`config.mk`:
```
export PLATFORM = sky130hd
export DESIGN_NAME = gpb_port
export DESIGN_NICKNAME = d
export VERILOG_FILES = /design/src/include/gpb_pkg.sv /design/src/hw/gpb_port.sv
export SDC_FILE = /design/constraint.sdc
export NUM_CORES = 1
export LEC_CHECK = 0
export BUFFER_PORTS_ARGS = -buffer_cell sky130_fd_sc_hd__buf_4
export CAP_MARGIN = 25
export CORE_MARGIN = 2
export CORE_UTILIZATION = 49
export CTS_CLUSTER_DIAMETER = 60
export DETAILED_ROUTE_END_ITERATION = 6
export GPL_TIMING_DRIVEN = 0
export PLACE_DENSITY = 0.73
export SETUP_SLACK_MARGIN = 0.2
export SLEW_MARGIN = 30
export SYNTH_ARGS = -nofsm -noshare
export SYNTH_HDL_FRONTEND = slang
export SYNTH_SLANG_ARGS = --single-unit
```
`constraint.sdc`:
```
create_clock -name hclk -period 2.25 [get_ports hclk]
set_input_delay 0.45 -clock hclk [delete_from_list [all_inputs] [get_ports hclk]]
set_output_delay 0.45 -clock hclk [all_outputs]
set_load 0.02 [all_outputs]
```
`src/include/gpb_pkg.sv`:
```
// constants, field codes and carrier types for the 16-pin port register bank
// assumes one AHB-Lite slave per port and whole-word register accesses only
package gpb_pkg;

   localparam int NPIN = 16;

   // register byte offsets, low six address bits
   localparam logic [5:0] OFF_MODE  = 6'h00;
   localparam logic [5:0] OFF_OTYPE = 6'h04;
   localparam logic [5:0] OFF_SPEED = 6'h08;
   localparam logic [5:0] OFF_PULL  = 6'h0c;
   localparam logic [5:0] OFF_IN    = 6'h10;
   localparam logic [5:0] OFF_OUT   = 6'h14;
   localparam logic [5:0] OFF_BSC   = 6'h18;
   localparam logic [5:0] OFF_LOCK  = 6'h1c;
   localparam logic [5:0] OFF_BR    = 6'h28;

   // values after reset; the port A set keeps its debug pins configured
   localparam logic [31:0] RST_MODE_A  = 32'h2800_0000;
   localparam logic [31:0] RST_SPEED_A = 32'h0c00_0000;
   localparam logic [31:0] RST_PULL_A  = 32'h2400_0000;
   localparam logic [31:0] RST_ZERO    = 32'h0000_0000;

   // pin_function_select codes
   localparam logic [1:0] MODE_IN  = 2'h0;
   localparam logic [1:0] MODE_OUT = 2'h1;
   localparam logic [1:0] MODE_ALT = 2'h2;
   localparam logic [1:0] MODE_ANA = 2'h3;

   // resistor_select codes, 2'h3 is reserved and enables nothing
   localparam logic [1:0] PULL_UP = 2'h1;
   localparam logic [1:0] PULL_DN = 2'h2;

   // freeze_key position in the lock register
   localparam int KEY_BIT = 16;

   // AHB transfer type bit that marks NONSEQ or SEQ
   localparam int HTRANS_ACT = 1;

   // freeze key sequence states
   typedef enum logic [1:0] {LK_IDLE, LK_ONE, LK_ZERO, LK_ARMED} gpb_lk_t;

   // per-pin configuration handed to the pad ring
   typedef struct packed {
      logic [31:0] func;
      logic [15:0] drive_type;
      logic [31:0] slew;
   } gpb_cfg_t;

   // pad controls, one bit per pin
   typedef struct packed {
      logic [15:0] out;
      logic [15:0] oe;
      logic [15:0] pull_up;
      logic [15:0] pull_dn;
   } gpb_pad_t;

   // alternate peripheral drive into the pin mux
   typedef struct packed {
      logic [15:0] out;
      logic [15:0] oe;
   } gpb_alt_t;

endpackage

```
`src/hw/gpb_port.sv`:
```
// one 16-pin general-purpose port: registers, set/clear, freeze key, pad mux
// assumes an AHB-Lite master on hclk, pins asynchronous, periph_rst on hclk
`timescale 1ns/1ps

// What this block does
// two-bit function per pin: input after reset (port A pins 13, 14 alternate), output, alternate, analog.
// one drive bit per pin: zero push-pull at reset, one open-drain.
// two-bit slew per pin: low bit zero low, 01 medium, 11 high.
// two-bit resistor per pin: none, pull-up, pull-down, 11 reserved.
// input register shows sixteen sampled pins low, upper half reads zero.
// pins are captured into the input register every clock.
// output register holds sixteen writable bits, zero at reset.
// set/clear register low bit one sets the output bit.
// set/clear register bit 16+n one clears output bit n.
// set and clear on one bit together: set wins.
// set/clear register is write-only, reads zero, read has no effect.
// clear-only register write-only, reads zero, ones clear output bits.
// sixteen freeze bits mark pins; writable only while key reads zero.
// software writes key one, zero, one with same pattern, then reads.
// changed pattern or wrong step aborts the key sequence.
// after the sequence the lock register freezes, key reads one.
// once engaged, configuration writes to frozen pins are ignored.
// port A resets function, slew and resistor fields to nonzero values.
// analog pin disables its sampler, its input bit reads zero.
// frozen pins protect configuration fields; output data stays writable.
module gpb_port
   import gpb_pkg::*;
#(
   parameter bit IS_PORT_A = 1'b0
)(
   input  wire logic        hclk,
   input  wire logic        hresetn,
   input  wire logic        periph_rst,
   input  wire logic        hsel,
   input  wire logic [31:0] haddr,
   input  wire logic [1:0]  htrans,
   input  wire logic        hwrite,
   input  wire logic [2:0]  hsize,
   input  wire logic [31:0] hwdata,
   input  wire logic        hready,
   output logic             hreadyout,
   output logic [31:0]      hrdata,
   output logic             hresp,
   input  wire logic [15:0] pin_in,
   input  gpb_alt_t         alt_drive,
   output gpb_cfg_t         pin_cfg,
   output gpb_pad_t         pad,
   output logic [15:0]      frozen_pins
);

   // reset values picked by port flavour
   localparam logic [31:0] MODE_RST  = IS_PORT_A ? RST_MODE_A  : RST_ZERO;
   localparam logic [31:0] SPEED_RST = IS_PORT_A ? RST_SPEED_A : RST_ZERO;
   localparam logic [31:0] PULL_RST  = IS_PORT_A ? RST_PULL_A  : RST_ZERO;

   // widen a per-pin mask to the two-bit fields
   function automatic logic [31:0] expand2(input logic [15:0] m);
      logic [31:0] r;
      r = 32'h0000_0000;
      for (int i = 0; i < NPIN; i++)
      begin
         r[2*i+:2] = {2{m[i]}};
      end
      return r;
   endfunction

   // mask of pins whose function is analog
   function automatic logic [15:0] analog_of(input logic [31:0] f);
      logic [15:0] r;
      r = 16'h0000;
      for (int i = 0; i < NPIN; i++)
      begin
         r[i] = (f[2*i+:2] == MODE_ANA);
      end
      return r;
   endfunction

   logic [31:0] mode_q,  mode_d;
   logic [15:0] otype_q, otype_d;
   logic [31:0] speed_q, speed_d;
   logic [31:0] pull_q,  pull_d;
   logic [15:0] in_q,    in_d;
   logic [15:0] out_q,   out_d;
   logic [15:0] lock_q,  lock_d;
   logic        key_q,   key_d;
   logic [15:0] pat_q,   pat_d;
   gpb_lk_t     lst_q,   lst_d;
   logic [15:0] sync1_q, sync2_q;
   logic        wr_q,    wr_d;
   logic [5:0]  waddr_q, waddr_d;
   logic        rd_q,    rd_d;
   logic [5:0]  raddr_q, raddr_d;
   logic [31:0] rdata_q, rdata_d;
   logic        ready_q;
   gpb_pad_t    pad_q,   pad_d;
   logic [15:0] frz_q,   frz_d;
   logic [15:0] frz_now;
   logic [31:0] frz2;
   logic        take;
   logic [3:0]  pin_nx [NPIN];

   // only word transfers are used, so hsize is not decoded
   assign take    = hsel & htrans[HTRANS_ACT] & hready;
   assign frz_now = key_q ? lock_q : 16'h0000;
   assign frz2    = expand2(frz_now);

   // bus phase capture; the slave never inserts wait states
   always_comb
   begin
      wr_d    = take & hwrite;
      rd_d    = take & ~hwrite;
      waddr_d = take ? {haddr[5:2], 2'h0} : waddr_q;
      raddr_d = take ? {haddr[5:2], 2'h0} : raddr_q;
   end

   // register next values; writes land in the data phase
   always_comb
   begin
      mode_d  = mode_q;
      otype_d = otype_q;
      speed_d = speed_q;
      pull_d  = pull_q;
      out_d   = out_q;
      lock_d  = lock_q;
      key_d   = key_q;
      pat_d   = pat_q;
      lst_d   = lst_q;
      in_d    = sync2_q & ~analog_of(mode_q);
      if (wr_q)
      begin
         unique case (waddr_q)
            OFF_MODE:  mode_d  = (mode_q & frz2) | (hwdata & ~frz2);
            OFF_OTYPE: otype_d = (otype_q & frz_now) | (hwdata[15:0] & ~frz_now);
            OFF_SPEED: speed_d = (speed_q & frz2) | (hwdata & ~frz2);
            OFF_PULL:  pull_d  = (pull_q & frz2) | (hwdata & ~frz2);
            OFF_OUT:   out_d   = hwdata[15:0];
            OFF_BSC:   out_d   = (out_q & ~hwdata[31:16]) | hwdata[15:0];
            OFF_BR:    out_d   = out_q & ~hwdata[15:0];
            OFF_LOCK:
            begin
               // once the key is set the whole register is frozen
               if (!key_q)
               begin
                  lock_d = hwdata[15:0];
                  unique case (lst_q)
                     LK_IDLE:
                     begin
                        lst_d = hwdata[KEY_BIT] ? LK_ONE : LK_IDLE;
                        pat_d = hwdata[15:0];
                     end
                     LK_ONE:
                        lst_d = (!hwdata[KEY_BIT] && hwdata[15:0] == pat_q)
                              ? LK_ZERO : LK_IDLE;
                     LK_ZERO:
                        lst_d = (hwdata[KEY_BIT] && hwdata[15:0] == pat_q)
                              ? LK_ARMED : LK_IDLE;
                     LK_ARMED:
                        lst_d = LK_IDLE;
                  endcase
               end
            end
            default: ;
         endcase
      end
      // the closing read may overlap the data phase of the third write
      if (rd_d && raddr_d == OFF_LOCK && lst_d == LK_ARMED)
      begin
         key_d = 1'b1;
         lst_d = LK_IDLE;
      end
      // peripheral reset drops the lock along with the key
      if (periph_rst)
      begin
         lock_d = 16'h0000;
         key_d  = 1'b0;
         lst_d  = LK_IDLE;
      end
   end

   // read data from next values so a read right after a write sees it
   always_comb
   begin
      rdata_d = 32'h0000_0000;
      if (rd_d)
      begin
         unique case (raddr_d)
            OFF_MODE:  rdata_d = mode_d;
            OFF_OTYPE: rdata_d = {16'h0000, otype_d};
            OFF_SPEED: rdata_d = speed_d;
            OFF_PULL:  rdata_d = pull_d;
            OFF_IN:    rdata_d = {16'h0000, in_d};
            OFF_OUT:   rdata_d = {16'h0000, out_d};
            OFF_LOCK:  rdata_d = {15'h0000, key_d, lock_d};
            default:   rdata_d = 32'h0000_0000;
         endcase
      end
   end

   // per-pin pad mux; open-drain drives only a low level
   for (genvar i = 0; i < NPIN; i++)
   begin : g_pin
      logic [1:0] fn;
      logic       src;
      logic       en;
      assign fn  = mode_q[2*i+:2];
      assign src = (fn == MODE_ALT) ? alt_drive.out[i] : out_q[i];
      assign en  = (fn == MODE_OUT) | ((fn == MODE_ALT) & alt_drive.oe[i]);
      assign pin_nx[i] = {src & en,
                          en & (~otype_q[i] | ~src),
                          (fn != MODE_ANA) & (pull_q[2*i+:2] == PULL_UP),
                          (fn != MODE_ANA) & (pull_q[2*i+:2] == PULL_DN)};
   end

   // gather pad controls into the carrier
   always_comb
   begin
      for (int i = 0; i < NPIN; i++)
      begin
         pad_d.out[i]     = pin_nx[i][3];
         pad_d.oe[i]      = pin_nx[i][2];
         pad_d.pull_up[i] = pin_nx[i][1];
         pad_d.pull_dn[i] = pin_nx[i][0];
      end
      frz_d = key_d ? lock_d : 16'h0000;
   end

   // all state registers
   always_ff @(posedge hclk or negedge hresetn)
   begin
      if (!hresetn)
      begin
         mode_q  <= MODE_RST;
         otype_q <= 16'h0000;
         speed_q <= SPEED_RST;
         pull_q  <= PULL_RST;
         in_q    <= 16'h0000;
         out_q   <= 16'h0000;
         lock_q  <= 16'h0000;
         key_q   <= 1'b0;
         pat_q   <= 16'h0000;
         lst_q   <= LK_IDLE;
         sync1_q <= 16'h0000;
         sync2_q <= 16'h0000;
         wr_q    <= 1'b0;
         waddr_q <= 6'h00;
         rd_q    <= 1'b0;
         raddr_q <= 6'h00;
         rdata_q <= 32'h0000_0000;
         ready_q <= 1'b0;
         pad_q   <= '0;
         frz_q   <= 16'h0000;
      end
      else
      begin
         mode_q  <= mode_d;
         otype_q <= otype_d;
         speed_q <= speed_d;
         pull_q  <= pull_d;
         in_q    <= in_d;
         out_q   <= out_d;
         lock_q  <= lock_d;
         key_q   <= key_d;
         pat_q   <= pat_d;
         lst_q   <= lst_d;
         sync1_q <= pin_in;
         sync2_q <= sync1_q;
         wr_q    <= wr_d;
         waddr_q <= waddr_d;
         rd_q    <= rd_d;
         raddr_q <= raddr_d;
         rdata_q <= rdata_d;
         ready_q <= 1'b1;
         pad_q   <= pad_d;
         frz_q   <= frz_d;
      end
   end

   // outputs straight from flops, hresp tied low
   assign hreadyout   = ready_q;
   assign hrdata      = rdata_q;
   assign hresp       = 1'b0;
   assign pad         = pad_q;
   assign frozen_pins = frz_q;
   assign pin_cfg     = '{func: mode_q, drive_type: otype_q, slew: speed_q};
endmodule // gpb_port

```
==> results.yml <==
run_status:
  status: "complete, but fails checks"
  violations: "DRC, setup timing"
synthesis:
  syn_avg_cell_area_sq_um: 11.0
  synth_fa_ha_area_frac: 0
  ys_ff_latch: 319
  synth_ff_type: "dfrtp_1"
  synth_compound_area_frac: 0.122
  synth_edf_count: 0
  ys_seq_area_frac: 0.547
  synth_simple_gate_area_frac: 0.209
  synth.distinct_cells: 61
  muxShareOfSynthArea: 0.0723
  synthArstFlopShare: 1.00
  synth-xor-area-share: 0.0108
  yosysTopAreaCellShare: 0.547
  synth_top_family_by_area: "simple AND/OR/NAND/NOR gates"
  yosys.area.top_type: "dfrtp_1"
  syn-num-nets: 1454
  syn-instance-count: 1331
  netlist_area_sq_um: 14600
  synth_area_leaders: "dfrtp_1 (55%), mux2_2 (6.4%), nand2_1 (4.2%)"
  yosysWarnings: 0
critical_path:
  startpoint_type: "input pin"
  crit_required_ns: 2.58
  crit_type: "input pin to register"
  crit_chain: "clkbuf_1, nand2_1, o211ai_1, clkbuf_1, o32ai_1"
  rrSetupSlack_ns: -0.23
  max_stage_delay_ns: 0.97
  cp-end-kind: "register"
  crit_path_max_fanout: 10
  crit_slowest_cell: "o211ai_1"
  crit_path_frequent_cell: "clkbuf_1"
  crit_arrival_ns: 2.85
pwr:
  vdd_ir_drop_max_uv: 708
  internal_power_w: 0.0132
  clkPwrFrac: 0.321
  switching_share: 0.340
  p_leak_nw: 9.01
  p_switching_w: 0.00682
  p_per_area_nw_per_um2: 979
  comb_power_share: 0.284
  pwr-share-seq: 0.395
floorplanning:
  core-area_sq_um: 29500
  initial_core_util: 0.495
  dieHeight_um: 177
  rows: 63
  dieArea_sq_um: 31200
  io_pins: 317
  die_x_um: 177
placed_design:
  port_buffers: 265
  placed_cells: 1990
  dp_slack_ns: -0.835
  gp_congestion: 0.937
  dp_hpwl_mm: 37.6
  dpl_cell_area_sq_um: 17300
timing:
  hold_viol: 0
  tightest_slew_ns: 1.24
  rsz0062_at_grt: "yes"
  slew_headroom: 0.167
  fmax_mhz: 396
  period_share: 1.12
  skew_ns: 0.0139
  worst_hold_slack_ns: 0.0367
  finalSetupTns_ns: -6.02
  setup_viol: 49
  fin_crit_ns: 2.52
  setup_slack_ns: -0.274
  report.final.slew_viol_count: 0
final_layout:
  area_delta_synth_final_pct: 40.3
  final_cells: 2104
  fillers: 2123
  ff_latch_area_sq_um: 7990
  multiInputGateArea_sq_um: 7350
  fin_area_sq_um: 20500
  drive_gt1_frac: 0.398
  nets: 1807
routing:
  drc: 5
  postRouteAntennaNets: 0
  drt_iter0_markers: 1507
  drt_pass1_iterations: 7
  vias_per_cell: 6.36
  wl_per_cell_um: 25.1
  vias: 13400
  drt-total-wl_mm: 52.9
global_route:
  grt_use_total: 0.329
  antenna_found_initial: 1
  gr-total-overflow: 0
  grt_pass1_wl_mm: 77.2
  grt_start_max_net_pins: 79
  grt_pass1_vias: 12800
cts:
  cts_buffers: 37
  worst_skew_pair.late_latency_ns: 0.53
  clk_path_buf_depth: 3
  h-tree-depth: 2
  clock_sinks: 319
  clk_pin_slew_ns: 0.06
  cts.root.buffer_cell: "clkbuf_16"
  cts_tree: "done"
job:
  drv_cap: 0
min_path:
  hp-class: "input pin to register"
-- worst max-delay path: cells and delay by family --
family                 cells  cell delay, ns
AO/OA/AOI/OAI              2            1.19
buffers and inverters      2            1.11
AND/OR/NAND/NOR            1            0.09
-- power by group through the flow --
| stage | registers (W) | clock network (W) | logic (W) |
|---|---|---|---|
| after floorplan | 0.00846 | 0 | 0.00187 |
| after global placement | 0.00785 | 0 | 0.00489 |
| after detailed placement | 0.00788 | 0 | 0.00497 |
| after CTS | 0.00783 | 0.00647 | 0.00529 |
| after global routing | 0.00802 | 0.00673 | 0.00598 |
| final | 0.00792 | 0.00643 | 0.00569 |
-- layout make-up --
cell class	instances	share of cell area
Antenna cell	1	0.000122
Multi-Input combinational cell	885	0.359
Clock inverter	12	0.00898
Timing Repair Buffer	314	0.124
Inverter	31	0.00568
Buffer	96	0.0325
Sequential cell	319	0.390
Clock buffer	56	0.0557
Tap cell	390	0.0238
-- cells in the final DEF, fill, tap and decap left out, types with 8 or more instances in the layout --
master	count
a222oi_1	15
clkbuf_2	13
xnor2_1	16
a22oi_2	12
a22oi_1	22
a211oi_1	13
mux2_2	50
a21oi_1	20
nor3_4	9
buf_2	17
nand4_1	56
nor2_1	18
buf_6	20
nand2_1	154
inv_1	31
nand3_1	59
dfrtp_1	315
nor2b_1	16
clkbuf_16	41
nor3b_1	31
and3b_1	18
clkbuf_8	15
a31oi_1	8
o21ai_0	59
mux2_4	33
o31ai_4	15
clkbuf_1	37
a2bb2oi_2	10
nor4_4	10
and2_1	21
o31ai_2	12
clkbuf_4	8
nand4b_1	49
o211ai_1	18
buf_4	301
nand3_4	8
-- cell usage after synthesis, drive strengths merged, types with 2 or more instances --
cell type / instances
a211oi: 17
a21oi: 21
a221oi: 17
a222oi: 15
a22oi: 34
a2bb2oi: 11
a31oi: 12
a41oi: 5
and2: 29
and3b: 18
buf: 36
clkbuf: 60
conb: 2
dfrtp: 319
inv: 31
mux2: 83
mux2i: 12
nand2: 162
nand2b: 7
nand3: 72
nand3b: 3
nand4: 56
nand4b: 49
nor2: 19
nor2b: 17
nor3: 11
nor3b: 41
nor4: 19
nor4b: 2
o211ai: 18
o21ai: 66
o31ai: 32
o32ai: 2
or4: 2
or4b: 2
xnor2: 17
-- stage by stage --
step                       util  total power [W]
after floorplan               -           0.0103
after global placement    0.582           0.0127
after detailed placement  0.586           0.0129
after CTS                 0.662           0.0196
after global routing      0.694           0.0207
final                     0.694           0.0200
-- state kept, by name, summed over array words and instances, names as in the netlist, 32 cells and up --
register	cells
speed_q	32
mode_q	32
pad	64
hrdata	32
pull_q	32
-- routing by layer --
layer | global-route usage | part of all wire | vias to the layer above
met3 | 0.0713 | 0.11 | 163
met1 | 0.457 | 0.40 | 6648
met4 | 0.119 | 0.045 | 0
li1 | - | - | 5662
met5 | 0 | 0 | -
met2 | 0.510 | 0.45 | 899
-- repair_timing --
item | CTS | global route
pin swaps | 34 | 51
gates resized for setup | 157 | 177
hold buffers | 1 | 0
endpoints found under the setup margin | 136 | 98
cloned | 1 | 3
hold endpoints to repair | 34 | 0
setup buffers | 24 | 16
-- cells by family (layout without fill, tap and decap cells) --
| logic type | count (synthesis) | in the layout |
|---|---|---|
| xor gates and xnor gates | 18 | 18 |
| other | 2 | 3 |
| and+or+nand+nor | 514 | 514 |
| DFF | 319 | 319 |
| buffers and inverters | 127 | 509 |
| AOI/OAI and AO/OA | 256 | 256 |
| muxes | 95 | 95 |
-- worst paths after layout --
check	startpoint	end	cells past startpoint
hold / removal	pin_in[4]	sync1_q[4]$_DFF_PN0_	1
max in group asynchronous	hresetn	hrdata[26]$_DFF_PN0_	5
setup reg to reg	waddr_q[3]$_DFFE_PN0P_	hrdata[30]$_DFF_PN0_	8
min in group asynchronous	hresetn	raddr_q[4]$_DFF_PN0_	2
hold reg to reg	sync1_q[9]$_DFF_PN0_	sync2_q[9]$_DFF_PN0_	0
setup / recovery	haddr[4]	hrdata[16]$_DFF_PN0_	5
Note: power is estimated with default switching activity, not from simulation.
